[src/design/fcs_pkg.sv]
// Purpose: Shared constants of the flash command sequencer
// Assumes: 100 MHz system clock, 32-bit classic Wishbone slave
// Notes:   Offsets are byte addresses of aligned words
package fcs_pkg;
   localparam logic [7:0]  OFF_MODE      = 8'h00;
   localparam logic [7:0]  OFF_CMD       = 8'h04;
   localparam logic [7:0]  OFF_STATUS    = 8'h08;
   localparam logic [7:0]  OFF_RESULT    = 8'h0c;
   localparam int          MODE_IE_BIT   = 0;
   localparam int          MODE_FWS_LSB  = 8;
   localparam int          FWS_W         = 4;
   localparam logic [3:0]  FWS_RST       = 4'h0;
   localparam logic        IE_RST        = 1'b0;
   localparam int          CMD_KEY_LSB   = 24;
   localparam int          CMD_ARG_LSB   = 8;
   localparam int          ARG_W         = 16;
   localparam int          ST_RDY_BIT    = 0;
   localparam int          ST_CMDE_BIT   = 1;
   localparam int          ST_LOCKE_BIT  = 2;
   localparam int          LINE_W        = 128;
   localparam int          CLK_NS        = 10;
   localparam int          PROG_NS       = 4600000;
   localparam int          ERASE_ALL_NS  = 10000000;
   localparam int          BIT_OP_NS     = 1000;
   localparam int          PROG_CYC      = (PROG_NS + CLK_NS - 1) / CLK_NS;
   localparam int          ERASE_ALL_CYC = (ERASE_ALL_NS + CLK_NS - 1)
                                           / CLK_NS;
   localparam int          BIT_OP_CYC    = (BIT_OP_NS + CLK_NS - 1) / CLK_NS;
   typedef enum logic [3:0] {
      CMD_GET_DESC  = 4'h0,
      CMD_PROGRAM   = 4'h1,
      CMD_PROG_LOCK = 4'h2,
      CMD_ERASE_PRG = 4'h3,
      CMD_ERASE_PL  = 4'h4,
      CMD_WIPE      = 4'h5,
      CMD_SET_LOCK  = 4'h8,
      CMD_CLR_LOCK  = 4'h9,
      CMD_RD_LOCK   = 4'ha,
      CMD_SET_NV    = 4'hb,
      CMD_CLR_NV    = 4'hc,
      CMD_RD_NV     = 4'hd
   } fcs_cmd_t;
endpackage

[src/design/fcs_read_buf.sv]
// Purpose: 128-bit line read path with two code and one data buffer
// Assumes: Requester holds rd_req_i until rd_ack_o, array line valid
//          on fl_line_i when the wait-state count runs out
// Notes:   Ack and data are registered
module fcs_read_buf #(
   parameter int ADDR_W      = 17,
   parameter int NUM_PLANES  = 1
) (
   input  wire logic                  sys_clk_i,
   input  wire logic                  rst_n_i,
   input  wire logic [3:0]            fws_i,
   input  wire logic [NUM_PLANES-1:0] plane_busy_i,
   input  wire logic                  rd_req_i,
   input  wire logic                  rd_instr_i,
   input  wire logic [ADDR_W-1:0]     rd_addr_i,
   output logic                       rd_ack_o,
   output logic [31:0]                rd_data_o,
   output logic                       fl_req_o,
   output logic [ADDR_W-5:0]          fl_line_addr_o,
   input  wire logic [127:0]          fl_line_i
);
   localparam int TW = ADDR_W - 4;
   localparam int PLANE_LINES = (1 << TW) / NUM_PLANES;
   if (ADDR_W < 6 || NUM_PLANES < 1 || PLANE_LINES < 1) begin : g_chk
      $error("fcs_read_buf: unsupported geometry");
   end
   typedef struct packed {
      logic [1:0][127:0] ib_data;
      logic [1:0][TW-1:0] ib_tag;
      logic [1:0]        ib_v;
      logic              ib_nxt;
      logic [127:0]      db_data;
      logic [TW-1:0]     db_tag;
      logic              db_v;
      logic              fe_busy;
      logic              fe_done;
      logic [3:0]        fe_cnt;
      logic [TW-1:0]     fe_tag;
      logic [127:0]      fe_line;
      logic              ack;
      logic [31:0]       data;
   } fcs_rb_t;
   fcs_rb_t q_ff, nxt_q;

   function automatic logic plane_free(input logic [TW-1:0] t,
                                       input logic [NUM_PLANES-1:0] b);
      int p;
      p = int'(t) / PLANE_LINES;
      return !b[p];
   endfunction

   always_comb begin
      logic [TW-1:0] tag;
      logic [TW-1:0] tnx;
      logic [1:0]    w;
      logic          start;
      logic [TW-1:0] stag;
      tag = rd_addr_i[ADDR_W-1:4];
      tnx = tag + 1'b1;
      w = rd_addr_i[3:2];
      start = 1'b0;
      stag = tag;
      nxt_q = q_ff;
      nxt_q.ack = 1'b0;
      if (q_ff.fe_busy) begin
         if (q_ff.fe_cnt == 4'h0) begin
            nxt_q.fe_busy = 1'b0;
            nxt_q.fe_done = 1'b1;
            nxt_q.fe_line = fl_line_i;
         end else begin
            nxt_q.fe_cnt = q_ff.fe_cnt - 4'h1;
         end
      end
      if (rd_req_i && !q_ff.ack) begin
         if (rd_instr_i) begin
            if (q_ff.ib_v[0] && q_ff.ib_tag[0] == tag) begin
               nxt_q.ack = 1'b1;
               nxt_q.data = q_ff.ib_data[0][w*32 +: 32];
            end else if (q_ff.ib_v[1] && q_ff.ib_tag[1] == tag) begin
               nxt_q.ack = 1'b1;
               nxt_q.data = q_ff.ib_data[1][w*32 +: 32];
            end else if (q_ff.fe_done && q_ff.fe_tag == tag) begin
               nxt_q.ack = 1'b1;
               nxt_q.data = q_ff.fe_line[w*32 +: 32];
               nxt_q.ib_data[q_ff.ib_nxt] = q_ff.fe_line;
               nxt_q.ib_tag[q_ff.ib_nxt] = tag;
               nxt_q.ib_v[q_ff.ib_nxt] = 1'b1;
               nxt_q.ib_nxt = !q_ff.ib_nxt;
               nxt_q.fe_done = 1'b0;
               start = 1'b1;                   // Prefetch next line
               stag = tnx;
            end else begin
               start = 1'b1;
            end
         end else begin
            if (q_ff.db_v && q_ff.db_tag == tag) begin
               nxt_q.ack = 1'b1;
               nxt_q.data = q_ff.db_data[w*32 +: 32];
               if (w == 2'h1 && !(q_ff.fe_done && q_ff.fe_tag == tnx)) begin
                  start = 1'b1;                // Next line on second read
                  stag = tnx;
               end
            end else if (q_ff.fe_done && q_ff.fe_tag == tag) begin
               nxt_q.ack = 1'b1;
               nxt_q.data = q_ff.fe_line[w*32 +: 32];
               nxt_q.db_data = q_ff.fe_line;
               nxt_q.db_tag = tag;
               nxt_q.db_v = 1'b1;
               nxt_q.fe_done = 1'b0;
            end else begin
               start = 1'b1;
            end
         end
      end
      if (start && !q_ff.fe_busy && plane_free(stag, plane_busy_i)) begin
         nxt_q.fe_busy = 1'b1;                 // Busy plane holds off
         nxt_q.fe_done = 1'b0;
         nxt_q.fe_tag = stag;
         nxt_q.fe_cnt = (fws_i < 4'h2) ? 4'h0 : fws_i - 4'h2;
      end
   end

   always_ff @(posedge sys_clk_i or negedge rst_n_i) begin
      if (!rst_n_i) begin
         q_ff <= '0;
      end else begin
         q_ff <= nxt_q;
      end
   end

   assign rd_ack_o = q_ff.ack;
   assign rd_data_o = q_ff.data;
   assign fl_req_o = q_ff.fe_busy;
   assign fl_line_addr_o = q_ff.fe_tag;
endmodule // fcs_read_buf

[src/design/fcs_sequencer.sv]
// Purpose: Keyed flash command sequencer with read buffering
// Assumes: Classic Wishbone master, one access at a time
// Notes:   Array timing is modelled by cycle counts
// Function
// Sequential reads: FLASH_WAIT_STATES+1, FLASH_WAIT_STATES-2, then 1
// 128-bit lines, two code, one data buffer
// Data read prefetches next line on second read
// Reads and commands only on different planes; a command write still starts while a line fetch is in progress
// Page write codes 0x1 to 0x4
// Wipe, lock and nonvolatile bit codes
// Code 0x0 starts descriptor readout
// Host writes opcode into command field
// Command write clears ready and result value
// Ready set when command finishes
// Ready with enable drives interrupt line
// Host puts key in top eight bits
// Bad key or code sets command error
// Locked page write or erase sets lock error
// First descriptor word shown once ready
// Each result read advances one word
// Past the end result reads zero
// Descriptor word order fixed
// Lock bits returned 32 per read
// Key and descriptor are design parameters
module fcs_sequencer #(
   parameter logic [7:0]  KEY        = 8'h5a,
   parameter logic [31:0] FLASH_ID   = 32'h0000_0001, // Arbitrary value
   parameter int          PAGE_BYTES = 256,
   parameter int          NUM_PAGES  = 512,
   parameter int          NUM_PLANES = 1,
   parameter int          NUM_LOCK   = 16,
   parameter int          NUM_NV     = 2,
   parameter int          ADDR_W     = 17,
   parameter int          PROG_CYC   = fcs_pkg::PROG_CYC,
   parameter int          WIPE_CYC   = fcs_pkg::ERASE_ALL_CYC
) (
   input  wire logic                  sys_clk_i,
   input  wire logic                  rst_n_i,
   input  wire logic                  wb_cyc_i,
   input  wire logic                  wb_stb_i,
   input  wire logic                  wb_we_i,
   input  wire logic [7:0]            wb_adr_i,
   input  wire logic [3:0]            wb_sel_i,
   input  wire logic [31:0]           wb_dat_i,
   output logic [31:0]                wb_dat_o,
   output logic                       wb_ack_o,
   output logic                       irq_o,
   input  wire logic                  rd_req_i,
   input  wire logic                  rd_instr_i,
   input  wire logic [ADDR_W-1:0]     rd_addr_i,
   output logic                       rd_ack_o,
   output logic [31:0]                rd_data_o,
   output logic                       fl_req_o,
   output logic [ADDR_W-5:0]          fl_line_addr_o,
   input  wire logic [127:0]          fl_line_i,
   output logic [NUM_PLANES-1:0]      plane_busy_o,
   output logic [3:0]                 nvm_op_o,
   output logic [15:0]                nvm_page_o
);
   localparam int LOCK_WORDS = (NUM_LOCK + 31) / 32;
   localparam int DESC_N = 5 + NUM_PLANES + NUM_LOCK;
   localparam int REG_PAGES = NUM_PAGES / NUM_LOCK;
   localparam int PLANE_PAGES = NUM_PAGES / NUM_PLANES;
   localparam int FLASH_BYTES = PAGE_BYTES * NUM_PAGES;
   if (NUM_LOCK < 1 || NUM_LOCK > 200 || REG_PAGES < 1 ||
       NUM_PLANES < 1 || PLANE_PAGES < 1 || NUM_NV < 1 || NUM_NV > 32 ||
       PROG_CYC < 1 || WIPE_CYC < 1 || PROG_CYC >= (1 << 24) ||
       WIPE_CYC >= (1 << 24) || FLASH_BYTES > (1 << ADDR_W))
   begin : g_chk
      $error("fcs_sequencer: unsupported parameters");
   end

   typedef enum logic [2:0] {
      ST_IDLE   = 3'b001,
      ST_EXEC   = 3'b010,
      ST_FINISH = 3'b100
   } fcs_state_t;

   typedef enum logic [3:0] {
      RES_NONE = 4'b0001,
      RES_DESC = 4'b0010,
      RES_LOCK = 4'b0100,
      RES_NV   = 4'b1000
   } fcs_res_t;

   typedef struct packed {
      logic                ack;
      logic [31:0]         dat;
      logic                ie;
      logic [3:0]          flash_wait_states;
      logic                ready;
      logic                cmd_err;
      logic                lock_err;
      fcs_state_t          st;
      fcs_pkg::fcs_cmd_t   cmd;
      logic [15:0]         arg;
      logic [23:0]         cnt;
      fcs_res_t            kind;
      logic [7:0]          idx;
      logic [NUM_LOCK-1:0] locks;
      logic [NUM_NV-1:0]   nv;
   } fcs_regs_t;

   fcs_regs_t q_ff, nxt_q;

   function automatic logic [31:0] desc_word(input logic [7:0] i);
      int k;
      k = int'(i);
      if (k == 0) return FLASH_ID;
      if (k == 1) return 32'(FLASH_BYTES);
      if (k == 2) return 32'(PAGE_BYTES);
      if (k == 3) return 32'(NUM_PLANES);
      if (k < 4 + NUM_PLANES) return 32'(PLANE_PAGES * PAGE_BYTES);
      if (k == 4 + NUM_PLANES) return 32'(NUM_LOCK);
      if (k < DESC_N) return 32'(REG_PAGES * PAGE_BYTES);
      return 32'h0000_0000;
   endfunction

   function automatic logic [31:0] res_word(input fcs_regs_t r);
      logic [LOCK_WORDS*32-1:0] lp;
      lp = '0;
      lp[NUM_LOCK-1:0] = r.locks;
      res_word = 32'h0000_0000;
      if (r.ready) begin                       // Zero while busy
         case (r.kind)
            RES_DESC: res_word = desc_word(r.idx);
            RES_LOCK: begin
               if (int'(r.idx) < LOCK_WORDS) begin
                  res_word = lp[int'(r.idx)*32 +: 32];
               end
            end
            RES_NV: begin
               if (r.idx == 8'h00) begin
                  res_word = 32'(r.nv);
               end
            end
            default: res_word = 32'h0000_0000;
         endcase
      end
   endfunction

   function automatic int res_len(input fcs_res_t k);
      case (k)
         RES_DESC: res_len = DESC_N;
         RES_LOCK: res_len = LOCK_WORDS;
         RES_NV:   res_len = 1;
         default:  res_len = 0;
      endcase
   endfunction

   function automatic logic code_ok(input logic [3:0] c);
      case (c)
         4'h0, 4'h1, 4'h2, 4'h3, 4'h4, 4'h5, 4'h8, 4'h9, 4'ha, 4'hb,
         4'hc, 4'hd: code_ok = 1'b1;
         default:    code_ok = 1'b0;
      endcase
   endfunction

   function automatic logic is_page_op(input logic [3:0] c);
      return c == fcs_pkg::CMD_PROGRAM || c == fcs_pkg::CMD_PROG_LOCK ||
             c == fcs_pkg::CMD_ERASE_PRG || c == fcs_pkg::CMD_ERASE_PL;
   endfunction

   function automatic logic [23:0] op_cycles(input logic [3:0] c);
      if (is_page_op(c)) return 24'(PROG_CYC);
      if (c == fcs_pkg::CMD_WIPE) return 24'(WIPE_CYC);
      if (c == fcs_pkg::CMD_GET_DESC || c == fcs_pkg::CMD_RD_LOCK ||
          c == fcs_pkg::CMD_RD_NV) return 24'h00_0001;
      return 24'(fcs_pkg::BIT_OP_CYC);
   endfunction

   always_comb begin
      logic        acc;
      logic [3:0]  code;
      logic [15:0] arg;
      int          reg_i;
      int          page_i;
      acc = wb_cyc_i && wb_stb_i && !q_ff.ack;
      code = wb_dat_i[3:0];
      arg = wb_dat_i[fcs_pkg::CMD_ARG_LSB +: fcs_pkg::ARG_W];
      reg_i = int'(arg) / REG_PAGES;
      page_i = int'(q_ff.arg);
      nxt_q = q_ff;
      nxt_q.ack = acc;
      case (q_ff.st)
         ST_IDLE: begin
         end
         ST_EXEC: begin
            if (q_ff.cnt <= 24'h00_0001) begin
               nxt_q.st = ST_IDLE;
               nxt_q.ready = 1'b1;
               nxt_q.idx = 8'h00;
               case (q_ff.cmd)
                  fcs_pkg::CMD_GET_DESC: nxt_q.kind = RES_DESC;
                  fcs_pkg::CMD_RD_LOCK:  nxt_q.kind = RES_LOCK;
                  fcs_pkg::CMD_RD_NV:    nxt_q.kind = RES_NV;
                  fcs_pkg::CMD_PROG_LOCK, fcs_pkg::CMD_ERASE_PL,
                  fcs_pkg::CMD_SET_LOCK: begin
                     if (page_i / REG_PAGES < NUM_LOCK) begin
                        nxt_q.locks[page_i / REG_PAGES] = 1'b1;
                     end
                  end
                  fcs_pkg::CMD_CLR_LOCK: begin
                     if (page_i / REG_PAGES < NUM_LOCK) begin
                        nxt_q.locks[page_i / REG_PAGES] = 1'b0;
                     end
                  end
                  fcs_pkg::CMD_SET_NV: begin
                     if (page_i < NUM_NV) begin
                        nxt_q.nv[page_i] = 1'b1;
                     end
                  end
                  fcs_pkg::CMD_CLR_NV: begin
                     if (page_i < NUM_NV) begin
                        nxt_q.nv[page_i] = 1'b0;
                     end
                  end
                  default: begin
                  end
               endcase
            end else begin
               nxt_q.cnt = q_ff.cnt - 24'h00_0001;
            end
         end
         ST_FINISH: begin
            nxt_q.st = ST_IDLE;
            nxt_q.ready = 1'b1;
         end
         default: nxt_q.st = ST_IDLE;
      endcase
      if (acc && wb_we_i) begin
         case (wb_adr_i)
            fcs_pkg::OFF_MODE: begin
               if (wb_sel_i[0]) begin
                  nxt_q.ie = wb_dat_i[fcs_pkg::MODE_IE_BIT];
               end
               if (wb_sel_i[1]) begin
                  nxt_q.flash_wait_states = wb_dat_i[fcs_pkg::MODE_FWS_LSB +:
                                       fcs_pkg::FWS_W];
               end
            end
            fcs_pkg::OFF_CMD: begin
               if (wb_sel_i == 4'hf && q_ff.st == ST_IDLE) begin
                  nxt_q.ready = 1'b0;
                  nxt_q.kind = RES_NONE;
                  nxt_q.idx = 8'h00;
                  nxt_q.cmd = fcs_pkg::fcs_cmd_t'(code);
                  nxt_q.arg = arg;
                  nxt_q.cnt = op_cycles(code);
                  nxt_q.st = ST_EXEC;
                  if (wb_dat_i[31:fcs_pkg::CMD_KEY_LSB] != KEY ||
                      !code_ok(code)) begin
                     nxt_q.cmd_err = 1'b1;
                     nxt_q.st = ST_FINISH;
                  end else if ((is_page_op(code) && reg_i < NUM_LOCK &&
                               q_ff.locks[reg_i]) ||
                               (code == fcs_pkg::CMD_WIPE &&
                               (|q_ff.locks))) begin
                     nxt_q.lock_err = 1'b1;
                     nxt_q.st = ST_FINISH;
                  end
               end
            end
            default: begin
            end
         endcase
      end
      if (acc && !wb_we_i) begin
         case (wb_adr_i)
            fcs_pkg::OFF_MODE: begin
               nxt_q.dat = 32'h0000_0000;
               nxt_q.dat[fcs_pkg::MODE_IE_BIT] = q_ff.ie;
               nxt_q.dat[fcs_pkg::MODE_FWS_LSB +: fcs_pkg::FWS_W] = q_ff.flash_wait_states;
            end
            fcs_pkg::OFF_STATUS: begin
               nxt_q.dat = 32'h0000_0000;
               nxt_q.dat[fcs_pkg::ST_RDY_BIT] = q_ff.ready;
               nxt_q.dat[fcs_pkg::ST_CMDE_BIT] = q_ff.cmd_err;
               nxt_q.dat[fcs_pkg::ST_LOCKE_BIT] = q_ff.lock_err;
               nxt_q.cmd_err = 1'b0;
               nxt_q.lock_err = 1'b0;
            end
            fcs_pkg::OFF_RESULT: begin
               nxt_q.dat = res_word(q_ff);
               if (q_ff.ready && int'(q_ff.idx) < res_len(q_ff.kind)) begin
                  nxt_q.idx = q_ff.idx + 8'h01;
               end
            end
            default: nxt_q.dat = 32'h0000_0000;
         endcase
      end
   end

   always_ff @(posedge sys_clk_i or negedge rst_n_i) begin
      if (!rst_n_i) begin
         q_ff       <= '0;
         q_ff.ie    <= fcs_pkg::IE_RST;
         q_ff.flash_wait_states   <= fcs_pkg::FWS_RST;
         q_ff.ready <= 1'b1;
         q_ff.st    <= ST_IDLE;
         q_ff.kind  <= RES_NONE;
      end else begin
         q_ff <= nxt_q;
      end
   end

   genvar gp;
   for (gp = 0; gp < NUM_PLANES; gp++) begin : g_plane
      assign plane_busy_o[gp] = q_ff.st == ST_EXEC &&
         ((is_page_op(q_ff.cmd) &&
           int'(q_ff.arg) / PLANE_PAGES == gp) ||
          q_ff.cmd == fcs_pkg::CMD_WIPE);
   end

   fcs_read_buf #(
      .ADDR_W     (ADDR_W),
      .NUM_PLANES (NUM_PLANES)
   ) u_rbuf (
      .sys_clk_i      (sys_clk_i),
      .rst_n_i        (rst_n_i),
      .fws_i          (q_ff.flash_wait_states),
      .plane_busy_i   (plane_busy_o),
      .rd_req_i       (rd_req_i),
      .rd_instr_i     (rd_instr_i),
      .rd_addr_i      (rd_addr_i),
      .rd_ack_o       (rd_ack_o),
      .rd_data_o      (rd_data_o),
      .fl_req_o       (fl_req_o),
      .fl_line_addr_o (fl_line_addr_o),
      .fl_line_i      (fl_line_i)
   );

   assign wb_ack_o = q_ff.ack;
   assign wb_dat_o = q_ff.dat;
   assign irq_o = q_ff.ready && q_ff.ie;
   assign nvm_op_o = (q_ff.st == ST_EXEC) ? q_ff.cmd : 4'h0;
   assign nvm_page_o = q_ff.arg;
endmodule // fcs_sequencer

[config.mk]
export PLATFORM = sky130hd
export DESIGN_NAME = fcs_sequencer
export DESIGN_NICKNAME = d
export VERILOG_FILES = /design/src/design/fcs_pkg.sv /design/src/design/fcs_read_buf.sv /design/src/design/fcs_sequencer.sv
export SDC_FILE = /design/constraint.sdc
export NUM_CORES = 1
export LEC_CHECK = 0
export BUFFER_PORTS_ARGS = -buffer_cell sky130_fd_sc_hd__buf_2
export CAP_MARGIN = 10
export CORE_MARGIN = 2
export CORE_UTILIZATION = 40
export CTS_CLUSTER_SIZE = 14
export DETAILED_ROUTE_END_ITERATION = 16
export HOLD_SLACK_MARGIN = 0.12
export SLEW_MARGIN = 30
export SYNTH_ARGS = -nofsm -noshare
export SYNTH_HDL_FRONTEND = slang
export SYNTH_SLANG_ARGS = --single-unit
[constraint.sdc]
create_clock -name sys_clk_i -period 3.49 [get_ports sys_clk_i]
set_input_delay 0.5235 -clock sys_clk_i [delete_from_list [all_inputs] [get_ports sys_clk_i]]
set_output_delay 0.5235 -clock sys_clk_i [all_outputs]
set_load 0.01 [all_outputs]
### Word-level counts from Yosys, hierarchy flattened

Memories as Yosys holds them, arrays and structs flattened.
Cells that the tools add are included.
Widths: inputs -> output; s select.

* add/sub/neg operators: 5
* shift operators: 5
* reductions and logical operators: 65
* equality and inequality tests: 44
* $lt $le $gt $ge: 16
* multiplexer cells: 189
* bitwise gates (word level): 11

Operator list (number)
* $mux 32: 33
* $shiftx 128x8->32: 4
* $bwmux 256: 1
* $mux 33: 6
* $pmux 32 s3: 2
* $mux 62: 3
* $mux 24: 7
* $demux 128 s1: 1
* $mux 128: 1
* $mux 13: 8
* $mux 1: 94
* $eq 13x13->1: 5
* $mux 54: 1
* $lt 11x5->1 const B: 4
* $eq 4x4->1 const B: 10
* $logic_not 32->1: 1
* $lt 16x2->1 const B: 2
* $lt 9x32->1: 1
* $mux 16: 2
* $pmux 16 s2: 1
* $shiftx 32x14->32: 1
* $mux 30: 1
* $bwmux 26: 1
* $eq 8x3->1 const B: 3
* other kinds (60): 142

* memories kept: 1
* output and inout bits: 102
* word-level logic and storage cells: 367
* bits in registers: 725
* bits in read-only memories: 16
* input bits: 196

Memories
* (name not given): words 16, bits a word 1, read ports 1, clocked after memory_dff 0, wr ports 0, RTL line fcs_sequencer.sv:152 `case (c)`

### Logic depth before layout (Yosys ltp)

Gate-level depths: netlist of the first run.

* depth after elaboration: 61
* mapped depth: 12
* mapped depth without buffers: 10

### Modules after synthesis

Synthesis of the first run repeated with hierarchy kept, for this count alone.

* cells, all modules: 3027
* area, all modules: 34891.0 µm²

By module, submodules not included
* fcs_read_buf: instances 1, cells an instance 2357, seq. area each 15189.6 µm², area each 28678.8 µm²
* fcs_sequencer: instances 1, cells an instance 670, seq. area each 2581.2 µm², area each 6212.2 µm²

### Worst setup path after synthesis of the first run

OpenSTA, ideal clock, no wires.

* kind: input to register
* start point: input rd_addr_i[4]
* end point: register u_rbuf.q_ff[175] (netlist name)
* library setup time: 0.126 ns
* slack: 0.558 ns
* data required time: 3.364 ns
* data arrival time: 2.806 ns
* stages: 9
* path through: ha_1 -> nand3_1 -> o31a_1 -> or4b_1 -> and3_1 -> o41ai_4 -> a21oi_2 -> buf_6 -> a221o_1

* cells in the longest elaborated chain, start to end: 13
* elaborated cells between the ends (all ways): 26

RTL lines
* from (decl): RTL line fcs_sequencer.sv:50 `input wire logic [ADDR_W-1:0] rd_addr_i,`
* $add 13x1->13: RTL line fcs_read_buf.sv:59 `tnx = tag + 1'b1;`
* $eq 13x13->1: RTL line fcs_read_buf.sv:99 `if (w == 2'h1 && !(q_ff.fe_done && q_ff.fe_tag == tnx)) begin`
* $logic_and 1x1->1: RTL line fcs_read_buf.sv:99
* $logic_not 1->1: RTL line fcs_read_buf.sv:99
* $logic_and 1x1->1: RTL line fcs_read_buf.sv:99
* $mux 1: RTL line fcs_read_buf.sv:99
* $mux 1: RTL line fcs_read_buf.sv:96 `if (q_ff.db_v && q_ff.db_tag == tag) begin`
* $mux 1 (*): RTL line fcs_read_buf.sv:75 `if (rd_instr_i) begin`
* $mux 1 (*): RTL line fcs_read_buf.sv:74 `if (rd_req_i && !q_ff.ack) begin`
* $logic_and 1x1->1 (*) (2 in a row): RTL line fcs_read_buf.sv:115 `if (start && !q_ff.fe_busy && plane_free(stag, plane_busy_i)) begin`
* $ne 2x2->1 (no line) or $reduce_bool 2->1 (tied branches)
* $reduce_and 2->1 (no line)
* to (signal assigned): RTL line fcs_read_buf.sv:127 `q_ff <= nxt_q;`
* to (decl): RTL line fcs_read_buf.sv:43 `fcs_rb_t q_ff, nxt_q;`

Every way passes the cells marked *; elsewhere a longest branch is shown, timed or not.
A chain may end at the register's enable or synchronous reset.

### Final worst setup path of the first run

* start point: register q_ff[44] (netlist name)
* end point: register q_ff[9] (netlist name)

* cells in the longest elaborated chain, start to end: 2

RTL lines
* from (decl): RTL line fcs_sequencer.sv:104 `fcs_regs_t q_ff, nxt_q;`
* from (signal assigned): RTL line fcs_sequencer.sv:303 `q_ff <= nxt_q;`
* $le 24x1->1: RTL line fcs_sequencer.sv:189 `if (q_ff.cnt <= 24'h00_0001) begin`
* $reduce_and 5->1 (no line)

Every way passes these cells.

==> results of run 1 <==
power groups by stage:
stage / clock [mW] / sequential, mW / combinational, mW
after floorplan: 0 / 10.0 / 2.84
after global placement: 0 / 10.7 / 3.56
after detailed placement: 0 / 10.7 / 3.66
after CTS: 8.87 / 10.6 / 3.76
after global routing: 9.20 / 10.8 / 4.06
final: 8.65 / 10.6 / 3.72
kinds of logic (layout without fill, tap and decap cells):
kind of cell,count (synthesis),count (layout),share of synthesized area [%]
simple gates,553,553,7.813
compound gates,313,313,5.650
xor+xnor,91,91,2.297
other cells,1,15,0.01081
fa+ha+maj,13,13,0.4687
buf+inv,291,637,4.575
mux,732,732,27.98
flops,710,710,51.21
through the flow:
stage | utilization (%) | hold slack [ps] | total power, mW | area, sq um | setup WS (ps)
after floorplan | - | 227.9 | 12.88 | 34750 | 557.5
after global placement | 43.18 | 452.2 | 14.24 | 37290 | 168.3
after detailed placement | 43.19 | 456.5 | 14.39 | 37290 | 112.5
after CTS | 47.39 | 122.9 | 23.23 | 40920 | 382.5
after global routing | 47.40 | 125.2 | 24.02 | 40930 | 220.7
final | 47.40 | 152.7 | 22.96 | 40930 | 407.9
cells in the final DEF, fill, tap and decap left out, drive strengths merged, types with 17 or more instances in the layout:
cell type    instances
a21oi              141
a22o                29
buf                377
clkbuf             118
clkinv              17
dfrtp              707
dlygate4sd3         91
inv                 27
mux2               570
mux2i               29
mux4               133
nand2              146
nand3               31
nand4               33
nor2               188
nor3                22
nor4                35
o21ai               62
xnor2               78
how the worst min path moves through the flow:
| stage | from | to | cells after the start | slack [ps] |
|---|---|---|---|---|
| 2_1_floorplan | rst_n_i | nvm_page_o[0]$_DFFE_PN0P_ | 0 | 230 |
| 3_3_place_gp | u_rbuf.q_ff[180]$_DFFE_PN0P_ | u_rbuf.q_ff[180]$_DFFE_PN0P_ | 1 | 450 |
| 3_5_place_dp | wb_dat_o[12]$_DFFE_PN0P_ | wb_dat_o[12]$_DFFE_PN0P_ | 2 | 460 |
| 4_1_cts | fl_line_i[121] | u_rbuf.q_ff[154]$_DFFE_PN0P_ | 2 | 120 |
| 5_1_grt | fl_line_i[51] | u_rbuf.q_ff[84]$_DFFE_PN0P_ | 2 | 130 |
| 6_report | fl_line_i[91] | u_rbuf.q_ff[124]$_DFFE_PN0P_ | 2 | 150 |
critical path: stages (launching register included):
cell and delay [ps]:
dfrtp_1 390, or4_4 580, nor4_2 420, nand4_2 250, nor4_1 520, nand2_1 140
nor2_2 250, nand3_1 120, mux2_2 280
sequential cells by signal, summed over array words and instances, names as in the netlist:
signal,cells
nvm_page_o,16
q_ff,69
u_rbuf.fl_line_addr_o,13
u_rbuf.fl_req_o,1
u_rbuf.q_ff,560
u_rbuf.rd_ack_o,1
u_rbuf.rd_data_o,32
wb_ack_o,1
wb_dat_o,17
layout make-up:
class / count / area share, %
flip-flops and latches: 710 / 43.42
multi-input cells: 1717 / 37.81
repair buffers: 468 / 8.374
clock buffers: 118 / 5.732
well taps: 1155 / 3.531
clock inverters: 28 / 0.9233
inverters: 23 / 0.2109
timing repair:
| action | in CTS | in global routing |
|---|---|---|
| buffers inserted | 0 | 0 |
| hold endpoints to repair | 149 | 1 |
| gates resized for setup | 0 | 0 |
| hold buffers | 90 | 1 |
routing by layer:
layer	share of wire, %	routed length (um)	GRT usage [%]
met1	44	40100	27.62
met2	48	43740	33.26
met3	5.4	4893	3.919
met4	2.4	2160	5.432
met5	0.053	48	0
==> run metrics, run 1 <==
FF-to-FF setup slack 410 ps; fill count 7581; Async S/R FF share, synth 100.0%; ys flop type dfrtp_1; Post-DP HPWL 62230 um; WP data required 3990 ps; Critical Setup Path Class reg -> reg; Post-synth EDFFs 0; fmax 0.3245 GHz; Max clock buf depth 3; register area 17770 sq um; Worst VDD drop 405.2 uV; via count 23130; vias in the first global route 24250; register area share after synthesis 51.21%; # nets final 3208; unrepaired setup endpoints after global routing false; first-pass GRT wire length 142300 um; layout cells sized above 1 35.80%; Net Switching 6.510 mW; Initial DRC Count 1475; count of final max-slew check failures 0; largest area contributor in the netlist dfrtp_1; Pleak 19.04 nW; most frequent cell after synthesis dfrtp_1; die height 298.5 um; post-synthesis instance total 2704; yosys warns 0; CTS tree yes; Gate power share 16.2%; Reg clk slew, reported paths 60 ps; Worst-Margin Slew 919.4 ps; R2R depth 8; post-synthesis register bit count 710; initial core utilization 40.19%; synth top area cells dfrtp_1, mux2_2, mux4_2; Clock Sinks 710; Multi-input gate area 15470 sq um; setup TNS 0 ps; Total GRT Usage 20.28%; gr ovfl total 0; CP endpoint kind flip-flop; Worst Setup SP q_ff[44]$_DFF_PN0_; diode count 0; PwrDens 561.0 nW/um^2; CTS Root Cell clkbuf_16; Hold/Removal Path Class in -> reg; PortBufs 276; Site Rows 108; period utilisation layout 88.31%; Arr. time, crit path 3580 ps; largest net degree at the start of global routing 120; worst flop-to-flop path startpoint q_ff[44]$_DFF_PN0_; synthesized area 34700 sq um; die area 89130 sq um; final setup fails 0; antenna-violating nets left 0; WL final 90940 um; Max-slew headroom 38.71%; placed cells 3982; DRC viols 0; Routability Congestion 0.8860; initial antenna violation count 6; outcome completed; CP max FO 6; core box area 86350 sq um; Post-Syn Area per Cell 12.83 sq um; Sw Ratio 28.35%; endpoints failing hold 0; sequential share of power 46.2%; worst clock skew 23.62 ps; DR pass1 iterations 5; P_int 16.45 mW; Avg WL per Cell 21.56 um; Die Wd 298.5 um; H-tree Lvls 3; clock share of power 37.7%; Synth top area share 50.98%; TritonCTS buffer count 79; max cap viols 0; Finished Layout Cells 4219; Ports 298; Setup crit end q_ff[9]$_DFFE_PN0P_; area delta synth->final 17.94%; reg-to-reg critical path endpoint q_ff[9]$_DFFE_PN0P_; Cell variety after synth 81; Via density 5.483; Critical Path Source Type flip-flop; Clk Latency, worst-skew pair 630 ps; Post-synth top cells dfrtp_1, mux2_2, nor2_1, mux2_1, nand2_1; minimum clock period 3082 ps
Note: power is estimated with default switching activity, not from simulation.
==> run 2, diff against run 1 <==
- BUFFER_PORTS_ARGS: -buffer_cell sky130_fd_sc_hd__buf_2 -> default
- DONT_BUFFER_PORTS: default -> 1
==> run metrics, run 2 (same netlist as run 1, synthesis figures left out) <==
WL final 89480 um (-1.6%); hold-fix buffers at CTS 167 (+86%); minimum clock period 3251 ps (+168.7 ps); core box area 86350 sq um (unchanged); Critical Setup Path Class in -> reg; most frequent cells in the layout dfrtp_1, mux2_2, nor2_1; register area 17770 sq um (unchanged); dpl cell area 35290 sq um (-5.4%); die area 89130 sq um (unchanged); worst flop-to-flop path startpoint u_rbuf.fl_line_addr_o[12]$_DFFE_PN0P_; Routability Congestion 0.8294 (-6.4%); Via density 5.625 (+2.6%); most common cell after layout, fill and taps aside dfrtp_1; Worst VDD drop 429.1 uV (+5.9%); Max-slew headroom 36.40% (-2.3 points); antenna-violating nets left 0 (unchanged); final setup fails 0 (unchanged); cell at the slowest stage of the critical path or4_1; Setup crit end q_ff[78]$_DFF_PN0_; CTS Root Cell clkbuf_16; design area 39810 sq um (-2.7%); initial core utilization 40.19% (unchanged); PwrDens 566.0 nW/um^2 (+0.88%); count of final max-slew check failures 0 (unchanged); gr ovfl total 0 (unchanged); Hold/Removal Path Class in -> async; outcome finished, violations left; initial antenna violation count 10 (+4); TritonCTS buffer count 82 (+3.8%); Worst-Margin Slew 952.0 ps (+32.65 ps); Multi-input gate area 15470 sq um (unchanged); max reg flops 560 (unchanged); DR pass1 iterations 5 (unchanged); CP peak stage delay 720 ps (+140 ps); reg-to-reg critical path endpoint u_rbuf.q_ff[186]$_DFFE_PN0P_; # nets final 2967 (-7.5%); die height 298.5 um (unchanged); Arr. time, crit path 3830 ps (+250 ps); Site Rows 108 (unchanged); R2R depth 8 (unchanged); Ports 298 (unchanged); Initial DRC Count 1469 (-0.41%); fill count 7551 (-0.40%); PortBufs 0 (-100%); Clk Latency, worst-skew pair 650 ps (+20 ps); CP endpoint kind flip-flop; first-pass GRT wire length 141000 um (-0.91%); Max clock buf depth 3 (unchanged); WP data required 4070 ps (+80 ps); worst clock skew 27.52 ps (+3.907 ps); vias in the first global route 23830 (-1.7%); endpoints failing hold 37 (+37); area delta synth->final 14.72%; Critical Path Source Type input pin; largest register by flop count u_rbuf.q_ff; hold_ws -123.3 ps (-276.0 ps); unrepaired setup endpoints after global routing false; Post-DP HPWL 55690 um (-11%); Worst Setup SP wb_stb_i; CTS tree yes; layout cells sized above 1 27.57% (-8.2 points); H-tree Lvls 3 (unchanged); fmax 0.3076 GHz (-5.2%); failing checks hold timing; CTS resizes 0 (unchanged); Post-CTS Setup Inserts 0 (unchanged); CP Cell Sequence dlygate4sd3_1 > nand2_1 > dlygate4sd3_1 > nor2_1 > nand2_1 > or4_1 > buf_4 > nor2_1 > nor2_1 > a31oi_1 > dlygate4sd3_1; Die Wd 298.5 um (unchanged); Total GRT Usage 20.24% (-0.039 points); Reg clk slew, reported paths 60 ps (about the same); period utilisation layout 93.15% (+4.8 points); Pleak 17.90 nW (-6.0%); Clock Sinks 710 (unchanged); Avg WL per Cell 22.48 um (+4.3%); DRC viols 0 (unchanged); largest net degree at the start of global routing 711 (+490%); setup TNS 0 ps (unchanged); max cap viols 0 (unchanged); CP max FO 12 (+6); FF-to-FF setup slack 300 ps (-110 ps); via count 22390 (-3.2%)
-- run 2: cell types whose count changed in the layout (fill, tap and decap cells not counted), moves of 2 or more --
| cell | delta |
|---|---|
| buf_2 | -273 |
| clkbuf_8 | +3 |
| clkinv_2 | -5 |
| dlygate4sd3_1 | +75 |
| buf_8 | -2 |
| inv_16 | +2 |
| diode_2 | +3 |
| clkbuf_1 | +2 |
| buf_16 | +6 |
| buf_4 | -31 |
| bufinv_16 | -5 |
| clkinvlp_4 | +3 |
| buf_12 | -18 |
| clkinv_4 | +2 |
-- run 2: layout make-up --
cell class | instances | share of cell area [%]
Sequential cell | 710 | 44.64
Multi-Input combinational cell | 1717 | 38.87
Clock buffer | 124 | 6.078
Timing Repair Buffer | 224 | 5.883
Tap cell | 1155 | 3.630
Clock inverter | 24 | 0.6694
Inverter | 23 | 0.2169
Antenna cell | 3 | 0.01886
-- run 2: layer usage --
metal	vias to the layer above	global-route usage [%]	share of wire, %
met5	-	0	0.078
met4	12	7.478	3.7
met3	200	4.987	6.5
met2	695	32.69	47
met1	11610	26.45	42
li1	9873	-	-
-- run 2: worst min-delay path by stage --
stage	end	slack, ps	depth (start not counted)
6_report	q_ff[20]$_DFF_PN0_	-120	1
5_1_grt	q_ff[22]$_DFF_PN0_	-4	1
4_1_cts	q_ff[19]$_DFF_PN0_	-460	0
3_5_place_dp	q_ff[22]$_DFF_PN0_	250	0
3_3_place_gp	q_ff[22]$_DFF_PN0_	250	0
2_1_floorplan	nvm_page_o[0]$_DFFE_PN0P_	230	0
-- run 2: critical path, delay by kind of cell --
family                 cells  cell delay [ps]
and+or+nand+nor            6             1200
AOI/OAI and AO/OA          1              130
buffers and inverters      4             1950
-- run 2: power by group --
part | internal, mW | total [mW] | switching [mW]
logic | 1.94 | 3.29 | 1.35
registers | 9.19 | 10.7 | 1.53
clock network | 4.97 | 8.53 | 3.56
total | 16.1 | 22.5 | 6.43
-- run 2: metrics by stage --
step	setup WS [ps]	cells	hold slack [ps]	utilization [%]	power (mW)
5_1_grt	79.85	3980	-4.431	46.11	23.61
2_1_floorplan	557.5	2718	227.9	-	12.88
3_3_place_gp	232.4	3657	245.9	40.87	13.63
3_5_place_dp	232.8	3657	250.7	40.87	13.79
4_1_cts	321.2	3972	-460.0	45.94	22.65
6_report	239.1	3980	-123.3	46.11	22.53
